===== config.mk =====
export PLATFORM = sky130hd
export DESIGN_NAME = tfr_regs
export DESIGN_NICKNAME = d
export VERILOG_FILES = /design/src/hdl/tfr_pkg.sv /design/src/hdl/tfr_regs.sv
export VERILOG_INCLUDE_DIRS = /design/src /design/src/hdl
export SDC_FILE = /design/constraint.sdc
export NUM_CORES = 1
export LEC_CHECK = 0
export ABC_CLOCK_PERIOD_IN_PS = 2600
export BUFFER_PORTS_ARGS = -buffer_cell sky130_fd_sc_hd__buf_4
export CELL_PAD_IN_SITES_DETAIL_PLACEMENT = 0
export CELL_PAD_IN_SITES_GLOBAL_PLACEMENT = 1
export CORE_ASPECT_RATIO = 0.75
export CORE_MARGIN = 4
export CORE_UTILIZATION = 40
export CTS_CLUSTER_SIZE = 28
export DETAILED_ROUTE_END_ITERATION = 16
export GPL_TIMING_DRIVEN = 0
export MAX_ROUTING_LAYER = met4
export PLACE_DENSITY = 0.72
export REMOVE_ABC_BUFFERS = 1
export SETUP_SLACK_MARGIN = 0.5
export SLEW_MARGIN = 0
export SYNTH_ARGS = -nofsm -noshare
export SYNTH_HDL_FRONTEND = slang
export SYNTH_SLANG_ARGS = --single-unit

===== constraint.sdc =====
create_clock -name clk -period 2.6 [get_ports clk]
set_input_delay 0.13 -clock clk [delete_from_list [all_inputs] [get_ports clk]]
set_output_delay 0.13 -clock clk [all_outputs]
set_load 0.005 [all_outputs]

===== src/hdl/tfr_consts.svh =====
// register offsets, field positions, reset values and the fan failure count
`ifndef TFR_CONSTS_SVH
`define TFR_CONSTS_SVH

`define TFR_ADDR_CFG1 8'h00
`define TFR_ADDR_CFG2 8'h01
`define TFR_ADDR_FLAGS1 8'h02
`define TFR_ADDR_FLAGS2 8'h03
`define TFR_ADDR_FRACTION 8'h06
`define TFR_ADDR_FACTORY 8'h07
`define TFR_ADDR_FAN_COUNT 8'h08
`define TFR_ADDR_LOCAL_TEMP 8'h0A
`define TFR_ADDR_REMOTE_TEMP 8'h0B
`define TFR_ADDR_LOCAL_OFS 8'h0D
`define TFR_ADDR_REMOTE_OFS 8'h0E
`define TFR_ADDR_FAN_LIMIT 8'h10
`define TFR_ADDR_LOCAL_HIGH 8'h14
`define TFR_ADDR_LOCAL_LOW 8'h15
`define TFR_ADDR_LOCAL_OVT 8'h16
`define TFR_ADDR_REMOTE_HIGH 8'h18
`define TFR_ADDR_REMOTE_LOW 8'h19
`define TFR_ADDR_REMOTE_OVT 8'h1A
`define TFR_ADDR_FAN_SETUP 8'h20
`define TFR_ADDR_FAN_SPEED 8'h22
`define TFR_ADDR_FAN_SMOOTH 8'h23
`define TFR_ADDR_LOCAL_RANGE 8'h24
`define TFR_ADDR_REMOTE_RANGE 8'h25
`define TFR_ADDR_PART_ID 8'h3D
`define TFR_ADDR_MAKER_ID 8'h3E
`define TFR_ADDR_REVISION 8'h3F

// control_config_one fields
`define TFR_CFG1_MONITOR 0
`define TFR_CFG1_INT_EN 1
`define TFR_CFG1_ANALOG 2
`define TFR_CFG1_INVERT 3
`define TFR_CFG1_FAIL_EN 4
`define TFR_CFG1_SRC_LO 5
`define TFR_CFG1_SRC_HI 6
`define TFR_CFG1_AUTO 7

// control_config_two fields
`define TFR_CFG2_LOCAL_INT 4
`define TFR_CFG2_REMOTE_INT 5
`define TFR_CFG2_SOFT_RESET 7

// event_flags_one fields
`define TFR_FLAG1_FAN_FAIL 1
`define TFR_FLAG1_DIODE 5

`define TFR_RST_CFG1 8'h90
`define TFR_RST_CFG2 8'h7F
`define TFR_RST_FAN_LIMIT 8'hFF
`define TFR_RST_LOCAL_HIGH 8'h3C
`define TFR_RST_LOCAL_LOW 8'h00
`define TFR_RST_LOCAL_OVT 8'h46
`define TFR_RST_REMOTE_HIGH 8'h50
`define TFR_RST_REMOTE_LOW 8'h00
`define TFR_RST_REMOTE_OVT 8'h64
`define TFR_RST_FAN_SETUP 8'h5D
`define TFR_RST_FAN_SPEED 8'h55
`define TFR_RST_FAN_SMOOTH 8'h55
`define TFR_RST_LOCAL_RANGE 8'h41
`define TFR_RST_REMOTE_RANGE 8'h61

// consecutive failed measurements before the fan-failure pin asserts
`define TFR_FAIL_COUNT 3'h5

`endif


===== src/hdl/tfr_pkg.sv =====
// types shared by the register bank
package tfr_pkg;
  typedef logic [7:0] tfr_byte_t;
  typedef logic [1:0] tfr_source_t;
  typedef enum logic [2:0]
  {
    TFR_FAN_OK = 3'b001,
    TFR_FAN_FAILING = 3'b010,
    TFR_FAN_FAULT = 3'b100
  } tfr_fan_state_t;
endpackage


===== src/hdl/tfr_regs.sv =====
// register bank of a two-channel temperature monitor and fan controller
// Operation
// (RQ1) config one bit 0 enables monitoring and tach measurement; resets zero
// (RQ2) config one bit 1 gates the active-low interrupt output; resets zero
// (RQ3) config one bit 2: zero digital tach, one analog speed sense
// (RQ4) config one bit 3 inverts the fan drive output; resets zero
// (RQ5) drive low at full duty when not inverted, high when inverted
// (RQ6) config one bit 4 enables the fan-failure pin; resets one
// (RQ7) config one bits 6-5 pick remote temperature or fastest speed
// (RQ8) in software mode code 00 means duty, code 11 means target speed
// (RQ9) config one bit 7: one automatic control, zero software; resets one
// (RQ10) config one at address 00 resets to 90
// (RQ11) address 3D returns a fixed part code, writes ignored
// (RQ12) address 3E returns a fixed maker code
// (RQ13) address 3F bits 3:0 return the silicon revision
// (RQ14) address 3F bit 7 enables overtemperature drive of the fan
// (RQ15) host never touches the factory test register at 07
// (RQ16) address 08 holds latest tach period; slower fan, larger count
// (RQ17) tach limit at 10 resets FF; failure only when count exceeds it
// (RQ18) address 0A shows upper bits of local temperature, read-only
// (RQ19) address 0B shows upper bits of remote temperature, read-only
// (RQ20) address 06 is read-only extended fraction bits
// (RQ21) local high, low, overtemperature limits reset to 60, 0, 70 degrees
// (RQ22) remote high, low, overtemperature limits reset to 80, 0, 100 degrees
// (RQ23) offsets at 0D and 0E are read/write
// (RQ24) fan-failure pin asserts low after five consecutive fan failures
// (RQ25) all registers eight bits; unlisted addresses read zero, no effects
//
// Decided for this implementation: the address-and-strobe port.
`timescale 1ns/1ps
`include "tfr_consts.svh"

module tfr_regs
  import tfr_pkg::*;
#(
  parameter tfr_byte_t PART_CODE = 8'hA5,   // arbitrary value
  parameter tfr_byte_t MAKER_CODE = 8'h5A,  // arbitrary value
  parameter logic [3:0] REVISION = 4'h1
)
(
  input wire logic clk,
  input wire logic reset,
  input wire logic [7:0] addr,
  input wire logic [7:0] wdata,
  input wire logic wr,
  input wire logic rd,
  output logic [7:0] rdata,
  input wire logic [7:0] local_temp_upper_bits,
  input wire logic [7:0] remote_temp_upper_bits,
  input wire logic [7:0] temp_fraction_in,
  input wire logic [7:0] fan_count_in,
  input wire logic fan_count_valid,
  input wire logic [7:0] flags_one_set,
  input wire logic [1:0] flags_two_set,
  input wire logic fan_drive_on,
  output logic monitor_enable,
  output logic speed_sense_analog_select,
  output logic [1:0] control_source,
  output logic automatic_or_software_control,
  output logic software_sets_duty,
  output logic software_sets_speed,
  output logic overtemp_to_fan_enable,
  output logic fan_drive_out,
  output logic int_n,
  output logic fan_fail_n_out,
  output logic fan_fail_oe
);

  tfr_byte_t cfg1_r, cfg2_r, flags1_r, flags2_r, fan_count_r;
  tfr_byte_t local_ofs_r, remote_ofs_r, fan_limit_r;
  tfr_byte_t local_high_r, local_low_r, local_ovt_r;
  tfr_byte_t remote_high_r, remote_low_r, remote_ovt_r;
  tfr_byte_t fan_setup_r, fan_speed_r, fan_smooth_r;
  tfr_byte_t local_range_r, remote_range_r;
  tfr_byte_t rdata_nxt, flags1_src, flags1_clr, flags2_clr;
  logic ovt_fan_r, soft_reset_r, init;
  logic fan_fail_event, fan_pass_event, local_int, remote_int;
  logic [2:0] fail_run_r;
  tfr_fan_state_t fan_state_r;

  // soft reset restores every register except rdata and soft_reset_r as a power-on reset would
  assign init = reset | soft_reset_r;

  // a measured count above the limit is a failure; equal is still fine
  assign fan_fail_event = fan_count_valid & cfg1_r[`TFR_CFG1_MONITOR]
    & (fan_count_in > fan_limit_r); // RQ17 RQ1
  assign fan_pass_event = fan_count_valid & cfg1_r[`TFR_CFG1_MONITOR]
    & (fan_count_in <= fan_limit_r);

  // configuration registers
  always_ff @(posedge clk)
  begin
    if (init)
    begin
      cfg1_r <= `TFR_RST_CFG1; // RQ10 RQ1 RQ2 RQ3 RQ4 RQ6 RQ9
      cfg2_r <= `TFR_RST_CFG2;
    end
    else if (wr && addr == `TFR_ADDR_CFG1)
    begin
      cfg1_r <= wdata;
    end
    else if (wr && addr == `TFR_ADDR_CFG2)
    begin
      cfg2_r <= wdata;
      // soft reset bit never stores; it reads back as zero
      cfg2_r[`TFR_CFG2_SOFT_RESET] <= 1'b0;
    end
  end

  always_ff @(posedge clk)
  begin
    if (reset)
    begin
      soft_reset_r <= 1'b0;
    end
    else
    begin
      soft_reset_r <= wr && addr == `TFR_ADDR_CFG2
        && wdata[`TFR_CFG2_SOFT_RESET];
    end
  end

  // limits, offsets and fan setup registers
  always_ff @(posedge clk)
  begin
    if (init)
    begin
      local_ofs_r <= 8'h00;
      remote_ofs_r <= 8'h00;
      fan_limit_r <= `TFR_RST_FAN_LIMIT; // RQ17
      local_high_r <= `TFR_RST_LOCAL_HIGH; // RQ21
      local_low_r <= `TFR_RST_LOCAL_LOW; // RQ21
      local_ovt_r <= `TFR_RST_LOCAL_OVT; // RQ21
      remote_high_r <= `TFR_RST_REMOTE_HIGH; // RQ22
      remote_low_r <= `TFR_RST_REMOTE_LOW; // RQ22
      remote_ovt_r <= `TFR_RST_REMOTE_OVT; // RQ22
      fan_setup_r <= `TFR_RST_FAN_SETUP;
      fan_speed_r <= `TFR_RST_FAN_SPEED;
      fan_smooth_r <= `TFR_RST_FAN_SMOOTH;
      local_range_r <= `TFR_RST_LOCAL_RANGE;
      remote_range_r <= `TFR_RST_REMOTE_RANGE;
      ovt_fan_r <= 1'b0;
    end
    else if (wr)
    begin
      case (addr)
        `TFR_ADDR_LOCAL_OFS: local_ofs_r <= wdata; // RQ23
        `TFR_ADDR_REMOTE_OFS: remote_ofs_r <= wdata; // RQ23
        `TFR_ADDR_FAN_LIMIT: fan_limit_r <= wdata;
        `TFR_ADDR_LOCAL_HIGH: local_high_r <= wdata;
        `TFR_ADDR_LOCAL_LOW: local_low_r <= wdata;
        `TFR_ADDR_LOCAL_OVT: local_ovt_r <= wdata;
        `TFR_ADDR_REMOTE_HIGH: remote_high_r <= wdata;
        `TFR_ADDR_REMOTE_LOW: remote_low_r <= wdata;
        `TFR_ADDR_REMOTE_OVT: remote_ovt_r <= wdata;
        `TFR_ADDR_FAN_SETUP: fan_setup_r <= wdata;
        `TFR_ADDR_FAN_SPEED: fan_speed_r <= wdata;
        `TFR_ADDR_FAN_SMOOTH: fan_smooth_r <= wdata;
        `TFR_ADDR_LOCAL_RANGE: local_range_r <= wdata;
        `TFR_ADDR_REMOTE_RANGE: remote_range_r <= wdata;
        `TFR_ADDR_REVISION: ovt_fan_r <= wdata[7]; // RQ14
        // identity, value, flag and unlisted addresses ignore writes
        default: ;
      endcase
    end
  end

  // tach period: a fresh measurement wins over a software write
  always_ff @(posedge clk)
  begin
    if (init)
    begin
      fan_count_r <= 8'h00;
    end
    else if (fan_count_valid && cfg1_r[`TFR_CFG1_MONITOR])
    begin
      fan_count_r <= fan_count_in; // RQ16 RQ1
    end
    else if (wr && addr == `TFR_ADDR_FAN_COUNT)
    begin
      fan_count_r <= wdata;
    end
  end

  // sticky event flags, cleared by a read except the diode flag; a new event wins over the clear
  always_comb
  begin
    flags1_src = cfg1_r[`TFR_CFG1_MONITOR] ? flags_one_set : 8'h00;
    // diode fault detection does not depend on monitoring
    flags1_src[`TFR_FLAG1_DIODE] = flags_one_set[`TFR_FLAG1_DIODE];
    flags1_src[`TFR_FLAG1_FAN_FAIL] = fan_fail_event;
    flags1_clr = 8'h00;
    flags2_clr = 8'h00;
    if (rd && addr == `TFR_ADDR_FLAGS1)
    begin
      flags1_clr = 8'hFF;
      // diode error is only checked at power-up and survives reads
      flags1_clr[`TFR_FLAG1_DIODE] = 1'b0;
    end
    if (rd && addr == `TFR_ADDR_FLAGS2)
    begin
      flags2_clr = 8'hFF;
    end
  end

  always_ff @(posedge clk)
  begin
    if (init)
    begin
      flags1_r <= 8'h00;
      flags2_r <= 8'h00;
    end
    else
    begin
      flags1_r <= (flags1_r & ~flags1_clr) | flags1_src;
      flags2_r <= (flags2_r & ~flags2_clr)
        | {flags_two_set & {2{cfg1_r[`TFR_CFG1_MONITOR]}}, 6'h00};
    end
  end

  // per-channel interrupt enables; local owns bits 6,7 and flag two bit 6
  assign local_int = cfg2_r[`TFR_CFG2_LOCAL_INT]
    & (flags1_r[6] | flags1_r[7] | flags2_r[6]);
  assign remote_int = cfg2_r[`TFR_CFG2_REMOTE_INT]
    & (|flags1_r[5:2]);

  // interrupt pin: low while any enabled flag stands
  always_ff @(posedge clk)
  begin
    if (init)
    begin
      int_n <= 1'b1;
    end
    else
    begin
      int_n <= ~(cfg1_r[`TFR_CFG1_INT_EN] & (local_int | remote_int
        | flags1_r[0] | flags1_r[1] | flags2_r[7])); // RQ2
    end
  end

  // consecutive failure tracking; a passing measurement restarts it
  always_ff @(posedge clk)
  begin
    if (init)
    begin
      fail_run_r <= 3'h0;
      fan_state_r <= TFR_FAN_OK;
    end
    else
    begin
      case (fan_state_r)
        TFR_FAN_OK:
        begin
          if (fan_fail_event)
          begin
            fail_run_r <= 3'h1;
            fan_state_r <= TFR_FAN_FAILING;
          end
        end
        TFR_FAN_FAILING:
        begin
          if (fan_pass_event)
          begin
            fail_run_r <= 3'h0;
            fan_state_r <= TFR_FAN_OK;
          end
          else if (fan_fail_event)
          begin
            fail_run_r <= fail_run_r + 3'h1;
            if (fail_run_r + 3'h1 == `TFR_FAIL_COUNT)
            begin
              fan_state_r <= TFR_FAN_FAULT; // RQ24
            end
          end
        end
        TFR_FAN_FAULT:
        begin
          // recovery negates the pin; measuring continues meanwhile
          if (fan_pass_event)
          begin
            fail_run_r <= 3'h0;
            fan_state_r <= TFR_FAN_OK;
          end
        end
        default:
        begin
          fail_run_r <= 3'h0;
          fan_state_r <= TFR_FAN_OK;
        end
      endcase
    end
  end

  // open-drain fan-failure pin: data always low, enable drives it
  always_ff @(posedge clk)
  begin
    if (init)
    begin
      fan_fail_oe <= 1'b0;
      fan_fail_n_out <= 1'b0;
    end
    else
    begin
      fan_fail_oe <= cfg1_r[`TFR_CFG1_FAIL_EN]
        & (fan_state_r == TFR_FAN_FAULT); // RQ6 RQ24
      fan_fail_n_out <= 1'b0;
    end
  end

  // fan drive polarity: non-inverted output sits low while the fan is on
  always_ff @(posedge clk)
  begin
    if (init)
    begin
      fan_drive_out <= 1'b1;
    end
    else
    begin
      fan_drive_out <= cfg1_r[`TFR_CFG1_INVERT] ? fan_drive_on
        : ~fan_drive_on; // RQ4 RQ5
    end
  end

  // configuration decoded for the control loop and sensing logic
  always_ff @(posedge clk)
  begin
    if (init)
    begin
      monitor_enable <= 1'b0;
      speed_sense_analog_select <= 1'b0;
      control_source <= 2'h0;
      automatic_or_software_control <= 1'b1;
      software_sets_duty <= 1'b0;
      software_sets_speed <= 1'b0;
      overtemp_to_fan_enable <= 1'b0;
    end
    else
    begin
      monitor_enable <= cfg1_r[`TFR_CFG1_MONITOR]; // RQ1
      speed_sense_analog_select <= cfg1_r[`TFR_CFG1_ANALOG]; // RQ3
      control_source <= cfg1_r[`TFR_CFG1_SRC_HI:`TFR_CFG1_SRC_LO]; // RQ7
      automatic_or_software_control <= cfg1_r[`TFR_CFG1_AUTO]; // RQ9
      // codes 01 and 10 leave software with neither target
      software_sets_duty <= ~cfg1_r[`TFR_CFG1_AUTO]
        & (cfg1_r[`TFR_CFG1_SRC_HI:`TFR_CFG1_SRC_LO] == 2'h0); // RQ8
      software_sets_speed <= ~cfg1_r[`TFR_CFG1_AUTO]
        & (cfg1_r[`TFR_CFG1_SRC_HI:`TFR_CFG1_SRC_LO] == 2'h3); // RQ8
      overtemp_to_fan_enable <= ovt_fan_r; // RQ14
    end
  end

  // read multiplexer
  always_comb
  begin
    case (addr)
      `TFR_ADDR_CFG1: rdata_nxt = cfg1_r;
      `TFR_ADDR_CFG2: rdata_nxt = cfg2_r;
      `TFR_ADDR_FLAGS1: rdata_nxt = flags1_r;
      `TFR_ADDR_FLAGS2: rdata_nxt = flags2_r;
      `TFR_ADDR_FRACTION: rdata_nxt = temp_fraction_in; // RQ20
      `TFR_ADDR_FAN_COUNT: rdata_nxt = fan_count_r; // RQ16
      `TFR_ADDR_LOCAL_TEMP: rdata_nxt = local_temp_upper_bits; // RQ18
      `TFR_ADDR_REMOTE_TEMP: rdata_nxt = remote_temp_upper_bits; // RQ19
      `TFR_ADDR_LOCAL_OFS: rdata_nxt = local_ofs_r;
      `TFR_ADDR_REMOTE_OFS: rdata_nxt = remote_ofs_r;
      `TFR_ADDR_FAN_LIMIT: rdata_nxt = fan_limit_r;
      `TFR_ADDR_LOCAL_HIGH: rdata_nxt = local_high_r;
      `TFR_ADDR_LOCAL_LOW: rdata_nxt = local_low_r;
      `TFR_ADDR_LOCAL_OVT: rdata_nxt = local_ovt_r;
      `TFR_ADDR_REMOTE_HIGH: rdata_nxt = remote_high_r;
      `TFR_ADDR_REMOTE_LOW: rdata_nxt = remote_low_r;
      `TFR_ADDR_REMOTE_OVT: rdata_nxt = remote_ovt_r;
      `TFR_ADDR_FAN_SETUP: rdata_nxt = fan_setup_r;
      `TFR_ADDR_FAN_SPEED: rdata_nxt = fan_speed_r;
      `TFR_ADDR_FAN_SMOOTH: rdata_nxt = fan_smooth_r;
      `TFR_ADDR_LOCAL_RANGE: rdata_nxt = local_range_r;
      `TFR_ADDR_REMOTE_RANGE: rdata_nxt = remote_range_r;
      `TFR_ADDR_PART_ID: rdata_nxt = PART_CODE; // RQ11
      `TFR_ADDR_MAKER_ID: rdata_nxt = MAKER_CODE; // RQ12
      `TFR_ADDR_REVISION: rdata_nxt = {ovt_fan_r, 3'h0, REVISION}; // RQ13
      // factory test location reads as zero too
      default: rdata_nxt = 8'h00; // RQ25 RQ15
    endcase
  end

  // read data stand only in the cycle after the strobe
  always_ff @(posedge clk)
  begin
    if (reset)
    begin
      rdata <= 8'h00;
    end
    else
    begin
      rdata <= rd ? rdata_nxt : 8'h00;
    end
  end

endmodule


Word-level counts from Yosys, hierarchy flattened:

Index checks and enable logic that the tools add are counted.
Widths: inputs -> output; s select.

* output and inout bits: 20
* word-level logic and storage cells: 146
* register bits: 178

* bitwise logic cells: 28
* eq/ne operators: 33
* $add $sub $neg: 1
* magnitude comparators: 2
* reduce and logical (&&, ||, !) cells: 30
* muxes and demuxes: 18

Operators by type and width (number)
* $pmux 8 s25: 1
* $eq 8x6->1 const B: 8
* $eq 8x5->1 const B: 7
* $eq 8x4->1 const B: 5
* $mux 8: 5
* $reduce_and 2->1: 16
* $mux 3: 9
* $pmux 3 s3: 2
* $and 8x8->8: 2
* $eq 8x2->1 const B: 2
* $not 8->8: 2
* $or 8x8->8: 2
* $and 1x1->1: 9
* $eq 8x1->1 const B: 1
* $eq 8x3->1 const B: 1
* $gt 8x8->1: 1
* $le 8x8->1: 1
* $logic_not 8->1: 1
* $logic_and 1x1->1: 7
* $or 1x1->1: 7
* $eq 3x3->1 const B: 2
* $ne 3x3->1 const B: 2
* $not 1->1: 5
* $ne 2x2->1 const B: 2
* 12 further kinds: 12

Depth between registers and ports, before layout:

* depth in word-level cells: 9
* mapped depth: 8
* depth with buffers taken out: 8

Worst setup path after synthesis:

OpenSTA, ideal clock, no wires.

* kind: reg-to-reg
* start point: register fan_limit_r[1]
* end point: register fail_run_r[0]
* required time: 2.505 ns
* buffers on the path: 0
* period minus slack after synthesis: 1.932 ns
* arrival time: 1.837 ns
* stages on the path, launching flop included: 9
* path slack: 0.668 ns
* setup time: 0.095 ns
* cells stage by stage: dfxtp_1 > inv_1 > ha_1 > nor2b_1 > o211ai_1 > a211o_1 > nand3_1 > a221o_1 > a221oi_1

* longest elaborated chain between the ends: 4
* elaborated cells between the ends (all ways): 10
* those cells by class: order compare: 2; eq/ne: 3; mux: 2; bitwise: 2; reduce/logical: 1

Ends and longest elaborated chain
* start, declared: RTL line tfr_regs.sv:70 `tfr_byte_t local_ofs_r, remote_ofs_r, fan_limit_r;`
* start signal, assigned: RTL line tfr_regs.sv:130 `` fan_limit_r <= `TFR_RST_FAN_LIMIT; ``
* start signal, assigned: RTL line tfr_regs.sv:149 `` `TFR_ADDR_FAN_LIMIT: fan_limit_r <= wdata; ``
* $gt 8x8->1 or $le 8x8->1 (tied branches): RTL line tfr_regs.sv:86, tfr_regs.sv:88
* $and 1x1->1, on equally long branches: RTL line tfr_regs.sv:85, tfr_regs.sv:87
* $ne 3x3->1 (no line) (tied with other cells)
* $reduce_and 3->1 (no line) or $pmux 3 s3 (tied branches)
* end signal, assigned: RTL line tfr_regs.sv:269 `fail_run_r <= fail_run_r + 3'h1;`
* end, declared: RTL line tfr_regs.sv:78 `logic [2:0] fail_run_r;`

Parallel ways exist; a longest one is shown, timed or not.
A chain may end at the register's enable or synchronous reset.

Worst setup path after layout:

* start point: register fan_limit_r[6]
* end point: register fail_run_r[0]

The elaborated chain is that of the path after synthesis.

==> results.ini <==
[logic_synthesis]
ys_warn_count = 0
synth-compound-area-share = 0.191
synth_area_um2 = 8300
yosysUniqueCellTypes = 65
ys.flop_type = dfxtp_1
synthXorXnorAreaFrac = 0.00317
syn_inst = 1029
synth_top_family_by_area = simple AND/OR/NAND/NOR gates
synth-edff-count = 0
async_flop_share = 0
syn_avg_cell_area_um2 = 8.07
yosys.area_share.simple = 0.243
synth-seq-area-share = 0.429
synthMuxAreaShare = 0.0731
synth-seq-cells = 178
synth-adder-area-share = 0.0151

[floorplan]
dieArea_um2 = 23100
die_h_um = 133
fp-row-count = 45
core-area_um2 = 20300
chipWidth_um = 174
initial_core_util = 0.408
num_io_pins = 84

[sta]
skew_ps = 14.9
finalSetupViolations = 0
tightest_slew_ps = 901
rsz0062_at_grt = true
fmax_ghz = 0.466
finalCritPeriodShare = 0.825
slew_headroom = 0.400
slew_violations = 0
finalCriticalPeriod_ps = 2150
finalHoldViolCount = 0

[worst_setup_path]
crit_path_start_kind = flop
rr_worst_depth = 8
crit_type = reg2reg
r2r-end = fail_run_r[0]
crit_fanout = 4
cp-startpoint = fan_limit_r[6]
crit_path_end_kind = flop
worstPathRequired_ps = 2950
r2r_start = fan_limit_r[6]
arrival_ps = 2500
reg2reg_setup_slack_ps = 450
cp-endpoint = fail_run_r[0]

[layout]
fin_util = 0.505
nFillCells = 1970
nNetsFinal = 1177
final_area_um2 = 10300
final_common_cell = nand2_1
drive_gt1_frac = 0.185
diodes = 0
layout_common_cells = nand2_1, dfxtp_1, buf_4, a21oi_1, nand3_1
area_growth_pct = 23.6
fin_cells = 1398

[clock_tree]
cts_tree = built
clk_latency_ps = 440
clockBufferDepth = 2
clkTransAtPathRegs_ps = 70
numCtsBuffers = 17
cts-root-buf = clkbuf_16
cts_num_sinks = 178
cts.htree.levels = 4

[power]
ir_drop_mv = 0.383
leakagePower_nw = 3.94
power_density_nw_per_um2 = 571

[detailed_routing]
ant_nets = 0
drc = 0
dr.pass1.iters = 9
totalWireLength_um = 32600
wl_per_cell_um = 23.3
vias = 8206
first_iter_violations = 1000
via_per_inst = 5.87

[job]
drv_cap = 0

[grt]
grt_usage = 0.282
antenna_found_initial = 0
grt_max_degree = 68
overflow = 0
grt_pass1_vias = 7457
grt_pass1_wl_um = 47900

[place]
place_hpwl_um = 21100
placed_area_um2 = 9030
port_buffers = 81
gp_congestion = 0.933
dp.cells = 1322

[outcome]
status = finished clean

[min_path]
worstHoldPathType = in2reg

## layout make-up
type	count	area [um^2]	share of cell area
clock inverter	13	148	0.0144
timing repair buffer	128	1080	0.105
sequential	178	3570	0.348
inverter	15	60.1	0.00585
multi-input combinational	763	4610	0.449
tap	282	353	0.0344
clock buffer	19	443	0.0432
## sequential cells by signal (all words and copies together) (netlist names), 3 cells and up
name / count
local_ovt_r: 8
fan_count_r: 8
local_range_r: 8
fail_run_r: 3
local_low_r: 8
fan_state_r: 3
flags2_r: 8
fan_speed_r: 8
remote_ofs_r: 8
cfg1_r: 8
local_ofs_r: 8
remote_ovt_r: 8
fan_limit_r: 8
remote_low_r: 8
fan_setup_r: 8
flags1_r: 8
remote_range_r: 8
fan_smooth_r: 8
rdata: 8
local_high_r: 8
remote_high_r: 8
cfg2_r: 7
## per-layer routing
| layer | share of wire | wire length, um | global-route usage |
|---|---|---|---|
| met1 | 0.48 | 15500 | 0.423 |
| met2 | 0.41 | 13500 | 0.381 |
| met3 | 0.091 | 2960 | 0.0617 |
| met4 | 0.020 | 637 | 0.0690 |
| met5 | 0 | 0 | - |
## stage by stage
step | hold slack [ps] | setup WS, ps | setup TNS [ps] | power [W]
floorplan | 246 | -288 | -1150 | 0.00294
global placement | 337 | -2500 | -182410 | 0.00320
detailed placement | 340 | -886 | -43390 | 0.00321
CTS | 4.57 | 396 | 0 | 0.00586
global route | 11.1 | 368 | 0 | 0.00602
finish | 13.8 | 454 | 0 | 0.00586
## timing repair
item,in CTS,in global routing
cloned,1,0
endpoints found under the hold margin,12,0
gates resized for setup,31,20
pin swaps,16,3
endpoints found under the setup margin,122,52
hold buffers,12,0
setup buffers,29,2
## report_power, final
group	internal [W]	switching, W	total [W]	leakage (nW)
sequential	0.00273	0.00000412	0.00273	1.43
clock	0.00146	0.00119	0.00265	0.289
combinational	0.000159	0.000312	0.000471	2.22
## critical path, stage by stage (launching register included)
cell	delay, ps
dfxtp_2	340
inv_2	70
ha_4	270
nand4_1	200
nor2_2	210
a211o_1	190
nand3_2	110
a221o_1	400
a221oi_2	280
## cell usage after synthesis (3+ instances only)
| library cell | count | area share |
|---|---|---|
| a21oi_1 | 83 | 0.050 |
| a32oi_1 | 5 | 0.0053 |
| a31oi_1 | 16 | 0.012 |
| nor2b_1 | 6 | 0.0045 |
| a221oi_1 | 16 | 0.017 |
| buf_2 | 13 | 0.0078 |
| nor2_2 | 3 | 0.0023 |
| nor3_1 | 11 | 0.0066 |
| a211oi_1 | 14 | 0.013 |
| nand4_1 | 6 | 0.0045 |
| ha_1 | 10 | 0.015 |
| o211ai_1 | 12 | 0.011 |
| mux2_2 | 5 | 0.0068 |
| o22ai_1 | 5 | 0.0038 |
| a311oi_1 | 3 | 0.0032 |
| buf_1 | 4 | 0.0018 |
| nor4b_1 | 3 | 0.0032 |
| and3_1 | 8 | 0.0060 |
| o31ai_1 | 3 | 0.0027 |
| inv_1 | 14 | 0.0063 |
| o21ai_0 | 28 | 0.017 |
| nand3_1 | 68 | 0.041 |
| a221o_1 | 3 | 0.0036 |
| a22o_1 | 14 | 0.015 |
| nand2b_1 | 7 | 0.0053 |
| dfxtp_1 | 178 | 0.43 |
| clkbuf_1 | 52 | 0.024 |
| a22oi_1 | 19 | 0.017 |
| nor3b_1 | 3 | 0.0027 |
| buf_4 | 4 | 0.0036 |
| nand2_1 | 230 | 0.10 |
| nor2_1 | 71 | 0.032 |
| mux2i_1 | 55 | 0.066 |
| and2_1 | 18 | 0.014 |
## kinds of logic (layout without fill, tap and decap cells)
logic type | after synthesis | in the layout
and+or+nand+nor | 449 | 450
AOI/OAI and AO/OA | 239 | 239
DFF | 178 | 178
buffers and inverters | 89 | 175
muxes | 60 | 60
adders and majority gates | 10 | 10
xor gates and xnor gates | 3 | 3
other | 1 | 1
## worst min path at each step
stage,startpoint,to,slack (ps),depth (start not counted)
global placement,flags_one_set[5],flags1_r[5],340,3
global route,fan_count_in[5],fan_count_r[5],10,3
finish,fan_count_in[3],fan_count_r[3],10,3
CTS,fan_count_in[3],fan_count_r[3],5,3
floorplan,flags_one_set[5],flags1_r[5],250,2
detailed placement,flags_one_set[5],flags1_r[5],340,3
Power figures use the tool's default switching activity.
